--- config.mk ---
export PLATFORM = sky130hd
export DESIGN_NAME = sabi_ctrl
export DESIGN_NICKNAME = d
export VERILOG_FILES = /design/src/sabi_pkg.sv /design/src/sabi_ctrl.sv
export SDC_FILE = /design/constraint.sdc
export NUM_CORES = 1
export LEC_CHECK = 0
export BUFFER_PORTS_ARGS = -buffer_cell sky130_fd_sc_hd__buf_2
export CORE_ASPECT_RATIO = 0.75
export CORE_UTILIZATION = 56
export DETAILED_ROUTE_END_ITERATION = 16
export GPL_TIMING_DRIVEN = 0
export PLACE_DENSITY = 0.83
export SLEW_MARGIN = 10
export SYNTH_ARGS = -nofsm -noshare
export SYNTH_HDL_FRONTEND = slang
export SYNTH_SLANG_ARGS = --single-unit
--- constraint.sdc ---
create_clock -name clock_i -period 2.9 [get_ports clock_i]
set_input_delay 0 -clock clock_i [delete_from_list [all_inputs] [get_ports clock_i]]
set_output_delay 0 -clock clock_i [all_outputs]
set_load 0.005 [all_outputs]
--- src/sabi_pkg.sv ---
package sabi_pkg;

	// clock of the control logic
	localparam int CLK_PERIOD_NS = 100;

	// approximation register
	localparam int RES_BITS = 8;
	localparam logic [7:0] SAR_MIDSCALE = 8'h80;
	localparam logic [7:0] SAR_RESET_VAL = 8'h00;
	localparam logic [2:0] MSB_INDEX = 3'h7;

	// conversion timing on the internal oscillator
	localparam int CONV_TIME_NS = 15000;
	localparam int BIT_CYC = CONV_TIME_NS / (RES_BITS * CLK_PERIOD_NS);

	// extra start delay when a read restarts the converter
	localparam int ROM_EXTRA_NS = 2000;
	localparam int ROM_EXTRA_CYC = ROM_EXTRA_NS / CLK_PERIOD_NS;

	// width of the shared timing counter
	localparam int CNT_W = 8;

	// control states
	typedef enum logic [2:0] {
		SABI_ST_DONE,
		SABI_ST_READY,
		SABI_ST_ROMWAIT,
		SABI_ST_CONV,
		SABI_ST_CLEAR
	} sabi_state_t;

endpackage

--- src/sabi_ctrl.sv ---
`timescale 1ns/1ns

module sabi_ctrl #(
	parameter int BIT_CYCLES = sabi_pkg::BIT_CYC,
	parameter int ROM_CYCLES = sabi_pkg::ROM_EXTRA_CYC
) (
	input wire logic clock_i,
	input wire logic reset_i,
	input wire logic select_n_i,
	input wire logic read_n_i,
	input wire logic cmp_below_i,
	input wire logic ext_clk_sel_i,
	input wire logic ext_clk_i,
	output logic busy_n_o,
	output logic conv_clk_run_o,
	output logic [7:0] trial_code_o,
	output logic [7:0] result_bus_o,
	output logic result_bus_oe_n_o
);

	// pin synchronisers, first stage read only by second
	logic sel_s1_q, sel_s2_q, sel_prev_q;
	logic rd_s1_q, rd_s2_q, rd_prev_q;
	logic cmp_s1_q, cmp_s2_q;
	logic xsel_s1_q, xsel_s2_q;
	logic xclk_s1_q, xclk_s2_q, xclk_prev_q;

	// state, approximation register, trial index, shared counter, bus enable
	sabi_pkg::sabi_state_t state_q;
	logic [7:0] sar_q;
	logic [2:0] bit_q;
	logic [sabi_pkg::CNT_W-1:0] cnt_q;
	logic oe_n_q;

	// edges, period ends and decoded conditions
	logic rd_rise;
	logic xclk_rise;
	logic bit_tick;
	logic clear_end;
	logic rom_end;
	logic read_active;

	// decoded state flags
	logic in_conv;
	logic in_busy;
	logic in_done;
	logic in_clear;
	logic in_romwait;

	// true while the approximation steps run
	function automatic logic sabi_is_conv(input sabi_pkg::sabi_state_t st);
		return st == sabi_pkg::SABI_ST_CONV;
	endfunction

	// true while the host must be held off by busy;
	// the restart delay counts as busy as well
	function automatic logic sabi_is_busy(input sabi_pkg::sabi_state_t st);
		return (st == sabi_pkg::SABI_ST_CONV) || (st == sabi_pkg::SABI_ST_ROMWAIT);
	endfunction

	// true while a finished result waits to be read
	function automatic logic sabi_is_done(input sabi_pkg::sabi_state_t st);
		return st == sabi_pkg::SABI_ST_DONE;
	endfunction

	// true during the one-period internal reset
	function automatic logic sabi_is_clear(input sabi_pkg::sabi_state_t st);
		return st == sabi_pkg::SABI_ST_CLEAR;
	endfunction

	// true during the restart delay of the read-restart style
	function automatic logic sabi_is_romwait(input sabi_pkg::sabi_state_t st);
		return st == sabi_pkg::SABI_ST_ROMWAIT;
	endfunction

	// one successive-approximation step on the current trial bit:
	// keeps or clears the bit under trial and sets the next lower one;
	// at bit zero nothing lower is set, the result is then complete
	function automatic logic [7:0] sabi_next_sar(input logic [7:0] sar, input logic [2:0] idx,
		input logic keep);
		logic [7:0] v;
		v = sar;
		v[idx] = keep;
		if (idx != 3'h0) begin
			v[idx - 3'h1] = 1'b1;
		end
		return v;
	endfunction

	// pins are asynchronous to clock_i, so each passes two flip-flops
	// before any logic reads it; only the second stage is read by logic,
	// and a third stage keeps the previous value for edge detection.
	// the comparator and clock-select inputs come from outside this clock too.
	// reset values match the idle pin levels, so no false edge follows reset

	// select pin: two-stage synchroniser plus edge history
	always_ff @(posedge clock_i) begin
		if (reset_i) begin
			sel_s1_q <= 1'b1;
			sel_s2_q <= 1'b1;
			sel_prev_q <= 1'b1;
		end else begin
			sel_s1_q <= select_n_i;
			sel_s2_q <= sel_s1_q;
			sel_prev_q <= sel_s2_q;
		end
	end

	// read strobe pin: two-stage synchroniser plus edge history
	always_ff @(posedge clock_i) begin
		if (reset_i) begin
			rd_s1_q <= 1'b1;
			rd_s2_q <= 1'b1;
			rd_prev_q <= 1'b1;
		end else begin
			rd_s1_q <= read_n_i;
			rd_s2_q <= rd_s1_q;
			rd_prev_q <= rd_s2_q;
		end
	end

	// comparator decision: two-stage synchroniser
	always_ff @(posedge clock_i) begin
		if (reset_i) begin
			cmp_s1_q <= 1'b0;
			cmp_s2_q <= 1'b0;
		end else begin
			cmp_s1_q <= cmp_below_i;
			cmp_s2_q <= cmp_s1_q;
		end
	end

	// external clock select: two-stage synchroniser
	always_ff @(posedge clock_i) begin
		if (reset_i) begin
			xsel_s1_q <= 1'b0;
			xsel_s2_q <= 1'b0;
		end else begin
			xsel_s1_q <= ext_clk_sel_i;
			xsel_s2_q <= xsel_s1_q;
		end
	end

	// external clock pin: idles high through its pull-up while busy is high
	always_ff @(posedge clock_i) begin
		if (reset_i) begin
			xclk_s1_q <= 1'b1;
			xclk_s2_q <= 1'b1;
			xclk_prev_q <= 1'b1;
		end else begin
			xclk_s1_q <= ext_clk_i;
			xclk_s2_q <= xclk_s1_q;
			xclk_prev_q <= xclk_s2_q;
		end
	end

	// decoded state flags shared by the processes below
	assign in_conv = sabi_is_conv(state_q);
	assign in_busy = sabi_is_busy(state_q);
	assign in_done = sabi_is_done(state_q);
	assign in_clear = sabi_is_clear(state_q);
	assign in_romwait = sabi_is_romwait(state_q);

	// read rising counts only if select was already low a cycle earlier;
	// select and read rising together in one cycle still count, since the
	// edge history of select lags by one stage
	assign rd_rise = rd_s2_q && !rd_prev_q && !sel_prev_q;
	// external clock edges, seen after synchronisation
	assign xclk_rise = xclk_s2_q && !xclk_prev_q;

	// ends of the internal oscillator period and of the restart delay
	assign clear_end = (cnt_q == sabi_pkg::CNT_W'(BIT_CYCLES - 1));
	assign rom_end = (cnt_q == sabi_pkg::CNT_W'(ROM_CYCLES - 1));

	// external clock only counts while converting, like a busy-gated buffer;
	// the comparator is sampled two edges late, so a bit period needs
	// at least three edges
	assign bit_tick = in_conv && (xsel_s2_q ? xclk_rise : clear_end);
	// a read after completion opens the result bus
	assign read_active = in_done && !sel_s2_q && !rd_s2_q;

	// control sequence; style follows from the pin sequence alone
	// DONE waits for a read, CLEAR is the one-period internal reset,
	// READY waits for select, ROMWAIT is the restart delay of the
	// read-restart style, CONV tries one bit per oscillator period.
	// latency: a pin change is seen two edges later, busy falls one
	// edge after that; the bus opens one edge after a seen read.
	// hazard: select left low after the internal reset restarts the
	// converter, so a static-RAM host must release it with the read.
	// style is never stored: the same states serve all three styles.
	// pins are ignored in CONV and ROMWAIT; select alone in DONE too.
	// reset enters DONE so that the first read clears power-up state
	always_ff @(posedge clock_i) begin
		if (reset_i) begin
			state_q <= sabi_pkg::SABI_ST_DONE; // dummy read clears power-up state
		end else begin
			case (state_q)
				sabi_pkg::SABI_ST_READY: begin
					// wait for a start; a write or a combined read both start here
					if (!sel_s2_q) begin
						state_q <= sabi_pkg::SABI_ST_CONV;
					end
				end
				sabi_pkg::SABI_ST_ROMWAIT: begin
					// restart delay, busy already low
					if (rom_end) begin
						state_q <= sabi_pkg::SABI_ST_CONV;
					end
				end
				sabi_pkg::SABI_ST_CONV: begin
					// pins are ignored here
					if (bit_tick && bit_q == 3'h0) begin
						state_q <= sabi_pkg::SABI_ST_DONE;
					end
				end
				sabi_pkg::SABI_ST_DONE: begin
					// only a read ends this state, a write is ignored
					if (rd_rise) begin
						state_q <= sabi_pkg::SABI_ST_CLEAR;
					end
				end
				sabi_pkg::SABI_ST_CLEAR: begin
					// one oscillator period, then midscale is loaded
					if (clear_end) begin
						if (!sel_s2_q) begin
							state_q <= sabi_pkg::SABI_ST_ROMWAIT;
						end else begin
							state_q <= sabi_pkg::SABI_ST_READY;
						end
					end
				end
				default: begin
					// unused codes fall back to waiting for a read
					state_q <= sabi_pkg::SABI_ST_DONE;
				end
			endcase
		end
	end

	// oscillator period counter, restarted at each state change;
	// one counter serves the bit period, the internal reset and the
	// restart delay, since only one of them runs at a time
	always_ff @(posedge clock_i) begin
		if (reset_i) begin
			cnt_q <= '0;
		end else if (in_conv) begin
			if (clear_end || bit_tick) begin
				cnt_q <= '0;
			end else begin
				cnt_q <= cnt_q + sabi_pkg::CNT_W'(1);
			end
		end else if (in_clear) begin
			if (clear_end) begin
				cnt_q <= '0;
			end else begin
				cnt_q <= cnt_q + sabi_pkg::CNT_W'(1);
			end
		end else if (in_romwait) begin
			if (rom_end) begin
				cnt_q <= '0;
			end else begin
				cnt_q <= cnt_q + sabi_pkg::CNT_W'(1);
			end
		end else begin
			cnt_q <= '0;
		end
	end

	// approximation register: midscale after the internal reset,
	// then one decision per bit tick
	always_ff @(posedge clock_i) begin
		if (reset_i) begin
			sar_q <= sabi_pkg::SAR_RESET_VAL;
		end else if (in_clear && clear_end) begin
			sar_q <= sabi_pkg::SAR_MIDSCALE;
		end else if (bit_tick) begin
			sar_q <= sabi_next_sar(sar_q, bit_q, cmp_s2_q);
		end
	end

	// trial bit index, most significant first
	always_ff @(posedge clock_i) begin
		if (reset_i) begin
			bit_q <= sabi_pkg::MSB_INDEX;
		end else if (in_clear && clear_end) begin
			bit_q <= sabi_pkg::MSB_INDEX;
		end else if (bit_tick) begin
			bit_q <= bit_q - 3'h1;
		end
	end

	// bus enable, registered from a read after completion;
	// it stays high in every other state, so a read while busy floats the bus
	always_ff @(posedge clock_i) begin
		if (reset_i) begin
			oe_n_q <= 1'b1;
		end else begin
			oe_n_q <= !read_active;
		end
	end

	// busy low through the restart delay and the conversion
	assign busy_n_o = !in_busy;
	// conversion clock runs while converting and for the one-period reset
	assign conv_clk_run_o = in_conv || in_clear;
	// the weighting converter sees every trial code as it is formed
	assign trial_code_o = sar_q;
	// bus data always shows the register; the enable decides if it is driven
	assign result_bus_o = sar_q;
	assign result_bus_oe_n_o = oe_n_q;

endmodule

==> results of run 1 <==
logic make-up after synthesis:
family / Yosys count / share of synthesized area (%)
adder cells (fa/ha/maj): 4 / 2.74
XOR/XNOR: 6 / 2.88
AND/OR/NAND/NOR: 72 / 22.9
buffers and inverters: 34 / 9.73
AO/OA/AOI/OAI: 54 / 22.3
flip-flops: 36 / 39.5
worst max-delay path, delay by kind of cell (launching register included):
kind	cells	cell delay, ps
AOI/OAI and AO/OA	3	710
and+or+nand+nor	1	500
buffers and inverters	2	480
DFF	1	330
adders and majority gates	1	230
power breakdown:
group / switching, W / internal (W) / leakage [nW]
sequential: 0.00000423 / 0.000502 / 0.293
combinational: 0.0000165 / 0.0000168 / 0.548
clock: 0.000179 / 0.000255 / 0.0552
sequential cells by signal (all words and copies together) (netlist names), 3 cells and up:
name and flops:
cnt_q 8, state_q 3, bit_q 3, result_bus_o 8
per-layer routing:
metal  GRT usage (%)  part of all wire (%)  vias to the layer above
met3            6.92                   7.7                       12
met4            11.5                   2.0                        0
met5               0                     0                        -
li1                -                     -                      817
met1            38.0                    48                      767
met2            40.5                    43                       70
cells in the mapped netlist (5+ instances only):
library cell	instances
a21oi_1	7
buf_4	9
o211ai_1	5
nor2b_1	7
inv_1	13
clkbuf_1	8
nand2_1	7
dfxtp_1	36
nor3_1	11
or2_2	8
and3_1	5
nor2_1	8
nand3_1	8
xor2_1	5
o21ai_0	8
worst min path at each step:
stage / endpoint / slack [ps] / cells past startpoint
6_report: sel_s2_q$_SDFF_PP1_ / 420 / 1
5_1_grt: xclk_s2_q$_SDFF_PP1_ / 440 / 1
4_1_cts: sel_s2_q$_SDFF_PP1_ / 420 / 1
3_5_place_dp: rd_s1_q$_SDFF_PP1_ / 180 / 2
3_3_place_gp: rd_s1_q$_SDFF_PP1_ / 180 / 2
2_1_floorplan: state_q[1]$_SDFFE_PP0P_ / 90 / 1
layout make-up:
cell class	instances	share of cell area, %
Timing Repair Buffer	31	8.55
Clock inverter	2	1.62
Multi-Input combinational cell	136	42.8
Inverter	14	2.42
Tap cell	38	2.19
Sequential cell	36	33.3
Buffer	20	5.77
Clock buffer	6	3.35
metrics by stage:
stage / total power, W / worst slack [ps] / hold slack, ps / area (sq um) / utilization [%]
after detailed placement: 0.000543 / 640 / 185 / 2000 / 66.2
after global routing: 0.000996 / 369 / 442 / 2170 / 71.7
after global placement: 0.000542 / 623 / 182 / 2000 / 66.2
final: 0.000973 / 594 / 423 / 2170 / 71.7
after floorplan: 0.000532 / 851 / 89.7 / 1830 / -
after CTS: 0.000973 / 605 / 415 / 2170 / 71.7
timing repair:
item | in CTS | in global routing
endpoints found under the setup margin | 0 | 0
hold endpoints to repair | 6 | 0
gates resized for setup | 0 | 0
hold buffers | 6 | 0
==> results.toml, run 1 <==
[run_status]
status = "complete, no violations"

[synthesis]
synth_warnings = 0
ys.flop_type = "dfxtp_1"
synthDominantCellAreaShare_pct = 39.5
avgSynthCellArea_sq_um = 8.87
yosysTopAreaCell = "dfxtp_1"
yosysUniqueCellTypes = 48
synth_nets = 217
ys_seq_area_share_pct = 39.5
synth-edff-count = 0
synth_area_sq_um = 1830
synth_seq_cells = 36
async_reset_ff_share_pct = 0
synth_area_leaders = "dfxtp_1, buf_4, nor3_1"
netlist_instances = 206

[sta]
layout_min_cycle_time_ps = 2310
setup_violations = 0
rsz0062_at_grt = "false"
max_freq_mhz = 434
fin_setup_tns_ps = 0
hold_viol = 0
worst_pin_slew_ps = 615
slew_violations = 0
min_period_over_period_pct = 79.5
max-slew-margin-rel_pct = 58.0
clock_skew_ps = 4.63

[cells_and_area]
instances_no_fill = 283
n_antenna_cell = 0
drive_above_1_share_pct = 25.7
syn_to_final_growth_pct = 18.6
layout_commonest_cell = "dfxtp_1"
layout.area.seq_sq_um = 721
final_nets = 255
multi_input_area_sq_um = 928
mostFrequentLayoutCells = "dfxtp_1, buf_2, inv_1, nor3_1"
nFillCells = 240

[clock_network]
h-tree-depth = 2
cts_buffers = 5
clock-root-buffer = "clkbuf_8"
clkLatencyLatePin_ps = 290
post_cts_buffers = 0
clk_pin_slew_worst_paths_ps = 70
cts_tree = "built"
clockBufferDepth = 2
cts_sinks = 36

[placement]
dpl.cell_count = 269
gp_congestion = 0.892
dp_hpwl_mm = 2.79
portBuffers = 25

[worst_setup_path]
end_kind = "flip-flop"
cp-endpoint = "result_bus_o[6]$_SDFFE_PP0P_"
critPathSlowestCell = "or3b_2"
crit_start = "bit_q[1]$_SDFFE_PP1P_"
reg2reg_slack_ps = 590
r2r_end = "result_bus_o[6]$_SDFFE_PP0P_"
required_ps = 3140
cp.arrival_ps = 2550
r2r-start = "bit_q[1]$_SDFFE_PP1P_"
max_stage_delay_ps = 500
worstRegToRegCells = 7
critPathMaxFanout = 10
path_cells = "clkbuf_1 > inv_1 > ha_1 > or3b_2 > a211o_1 > a211oi_1 > o221a_2"
critPathLaunchType = "flip-flop"
path_class = "reg2reg"

[grt]
grt_use_total_pct = 27.6
grt_max_degree = 12
antenna_found_initial = 0
grt_pass1_vias = 1557
overflow = 0
grt_pass1_wl_mm = 7.04

[run]
maxCapViolations = 0

[routing]
drt-pass1-iter-count = 4
routedWlPerCell_um = 14.5
antenna_left = 0
viasPerCell = 5.89
vias = 1666
drt-total-wl_mm = 4.10
drtIter0Drc = 155
route.detailed.drc = 0

[min_path]
worstHoldStart = "sel_s1_q$_SDFF_PP1_"
hp-class = "reg2reg"

[floorplanning]
ios = 26
start_util_pct = 60.5
die-area_sq_um = 3500
die_h_um = 51.5
rows = 17
die-width_um = 68.0
coreArea_sq_um = 3020

[pwr]
power.density_nw_per_um2 = 449
peakVddDrop_uv = 437
leakage_nw = 0.896
No activity file was read; power rests on OpenSTA's default activity.
==> inputs of run 2 (changes only) <==
- ABC_AREA: not set -> 1
- clock period: 2.9 -> 2.3 ns (I/O delays scaled with it)
==> run 2 against run 1 <==
  * Wire length fell by 19%
  * First-iteration DRC count fell by 50%
  * Critical path depth grew 2
  * Critical path type unchanged
  * Hold slack got worse by 23 ps
  * Area after synthesis is 1.3% lower
  * Power grew 75%
  * Sequential power increased by 42%
  * Cell area down 1.1%
  * Clock-buffer cell count stayed put
  * Register-to-register slack improved by 20 ps
==> results.toml, run 2 <==
[run_status]
status = "complete, no violations"

[grt]
grt_max_degree = 12
antenna_found_initial = 0
overflow = 0
grt_pass1_vias = 1358
grt_pass1_wl_mm = 5.75
grt_use_total_pct = 23.1

[clock_network]
cts_buffers = 5
h-tree-depth = 2
clock-root-buffer = "clkbuf_8"
clk_pin_slew_worst_paths_ps = 70
clockBufferDepth = 2
clkLatencyLatePin_ps = 290
cts_tree = "built"
cts_sinks = 36
post_cts_buffers = 0

[worst_setup_path]
max_stage_delay_ps = 410
path_buf_inv = 3
critPathSlowestCell = "o21ai_0"
crit_top_cell = "inv_1"
crit_family = "compound AO/OA/AOI/OAI gates"
end_kind = "flip-flop"
reg2reg_slack_ps = 610
critPathMaxFanout = 8
cp.arrival_ps = 1880
worstRegToRegCells = 9
path_cells = "inv_1 > ha_1 > inv_1 > o21ai_0 > nor3_1 > o21ai_1 > nand3_1 > nand2_1 > inv_1"
required_ps = 2490
path_class = "reg2reg"
r2r-start = "bit_q[0]$_SDFFE_PP1P_"
r2r_end = "result_bus_o[7]$_SDFFE_PP0P_"
critPathLaunchType = "flip-flop"

[sta]
setup_violations = 0
min_period_over_period_pct = 73.3
max_freq_mhz = 593
hold_viol = 0
max-slew-margin-rel_pct = 66.3
layout_setup_ws_ps = 614
clock_skew_ps = 3.92
slew_violations = 0
worst_pin_slew_ps = 500
fin_setup_tns_ps = 0
layout_min_cycle_time_ps = 1690
rsz0062_at_grt = "false"

[synthesis]
synth_nets = 264
ys.flop_type = "dfxtp_1"
synth_warnings = 0
avgSynthCellArea_sq_um = 7.13
ys_seq_area_share_pct = 40.0
yosysTopAreaCell = "dfxtp_1"
synth-edff-count = 0
netlist_instances = 253
yosysUniqueCellTypes = 31
synth_area_leaders = "dfxtp_1, nand2_1, inv_1"
synth_area_sq_um = 1800
synth.most_common_cell = "nand2_1"
synth_seq_cells = 36
synthDominantCellAreaShare_pct = 40.0
async_reset_ff_share_pct = 0
yosys-top-cells-count = "nand2_1, dfxtp_1, inv_1, nor2_1, nand3_1"

[cells_and_area]
multi_input_area_sq_um = 853
layout.area.seq_sq_um = 721
nFillCells = 246
final_core_util_pct = 71.5
mostFrequentLayoutCells = "nand2_1, dfxtp_1, inv_1, nor2_1, buf_2"
final_nets = 302
syn_to_final_growth_pct = 18.9
drive_above_1_share_pct = 21.2
layout_commonest_cell = "nand2_1"
n_antenna_cell = 0

[placement]
dp_hpwl_mm = 2.38
portBuffers = 25
gp_congestion = 0.912
place_ws_ps = 672

[pwr]
peakVddDrop_uv = 725
power.density_nw_per_um2 = 797
leakage_nw = 1.01

[routing]
routedWlPerCell_um = 10.1
antenna_left = 0
drt-total-wl_mm = 3.34
drtIter0Drc = 78
route.detailed.drc = 0
drt-pass1-iter-count = 4
viasPerCell = 4.89
vias = 1614

[floorplanning]
rows = 17
die-area_sq_um = 3450
coreArea_sq_um = 3000
start_util_pct = 60.1
die_h_um = 51.1
die-width_um = 67.5
ios = 26

[min_path]
min_to = "xsel_s2_q$_SDFF_PP0_"
min_path_cells = 2
hp-class = "reg2reg"
worstHoldStart = "xsel_s1_q$_SDFF_PP0_"

[run]
maxCapViolations = 0
[run 2: changes by cell type after synthesis, sizes merged, moves of 5 or more]
cell,delta
nand2,+53
inv,+21
nor2,+21
nand3,+10
a21oi,+8
nor2b,-7
o21ai,+7
clkbuf,-6
and3,-5
nor3,-5
[run 2: power breakdown]
part           switching, W  leakage, nW  internal [W]
combinational      0.000270        0.659      0.000177
sequential        0.0000510        0.294      0.000669
clock              0.000219       0.0552      0.000321
[run 2: worst max path at each step]
stage / start / to / slack, ps / depth (start not counted)
after floorplan: bit_q[1]$_SDFFE_PP1P_ / result_bus_o[2]$_SDFFE_PP0P_ / 930 / 7
after global placement: bit_q[0]$_SDFFE_PP1P_ / result_bus_o[7]$_SDFFE_PP0P_ / 700 / 9
after detailed placement: bit_q[0]$_SDFFE_PP1P_ / result_bus_o[7]$_SDFFE_PP0P_ / 670 / 9
after CTS: bit_q[0]$_SDFFE_PP1P_ / result_bus_o[7]$_SDFFE_PP0P_ / 660 / 9
after global routing: bit_q[0]$_SDFFE_PP1P_ / result_bus_o[7]$_SDFFE_PP0P_ / 470 / 9
final: bit_q[0]$_SDFFE_PP1P_ / result_bus_o[7]$_SDFFE_PP0P_ / 610 / 9
[run 2: area by class of cell]
class                   instances  share of cell area, %
well taps                      38                   2.22
multi-input cells             168                   39.8
repair buffers                 31                   8.64
plain buffers                  12                   3.91
flip-flops and latches         36                   33.6
clock buffers                   6                   3.39
inverters                      37                   6.77
clock inverters                 2                   1.63
[run 2: tightest hold or removal path, delay by kind of cell, from the launching register on]
family | cells | cell delay (ps)
flops | 1 | 300
buf+inv | 1 | 40
simple gates | 1 | 30
[run 2: what timing repair did]
action	CTS	global route
setup endpoints to repair	0	0
resized for setup	0	0
endpoints found under the hold margin	6	0
hold buffers	6	0
[run 2: through the flow]
step	instance area, sq um	hold WS [ps]	total power [W]	cells
2_1_floorplan	1800	104	0.00108	253
3_3_place_gp	1980	182	0.00116	316
3_5_place_dp	1980	185	0.00117	316
4_1_cts	2140	402	0.00172	330
5_1_grt	2140	419	0.00182	330
6_report	2140	400	0.00171	330
[run 2: metal layers]
| metal | vias to the layer above | GRT usage [%] | wire length (um) |
|---|---|---|---|
| met5 | - | 0 | 0 |
| met1 | 694 | 29.4 | 1590 |
| met4 | 0 | 13.8 | 86 |
| li1 | 865 | - | - |
| met2 | 47 | 34.5 | 1450 |
| met3 | 8 | 6.03 | 213 |
[run 2: cell families after synthesis]
kind of cell	Yosys count	share of synthesized area (%)
simple gates	124	31.5
compound gates	35	10.6
buf+inv	49	12.7
xor+xnor	5	2.43
flops	36	40.0
fa+ha+maj	4	2.78
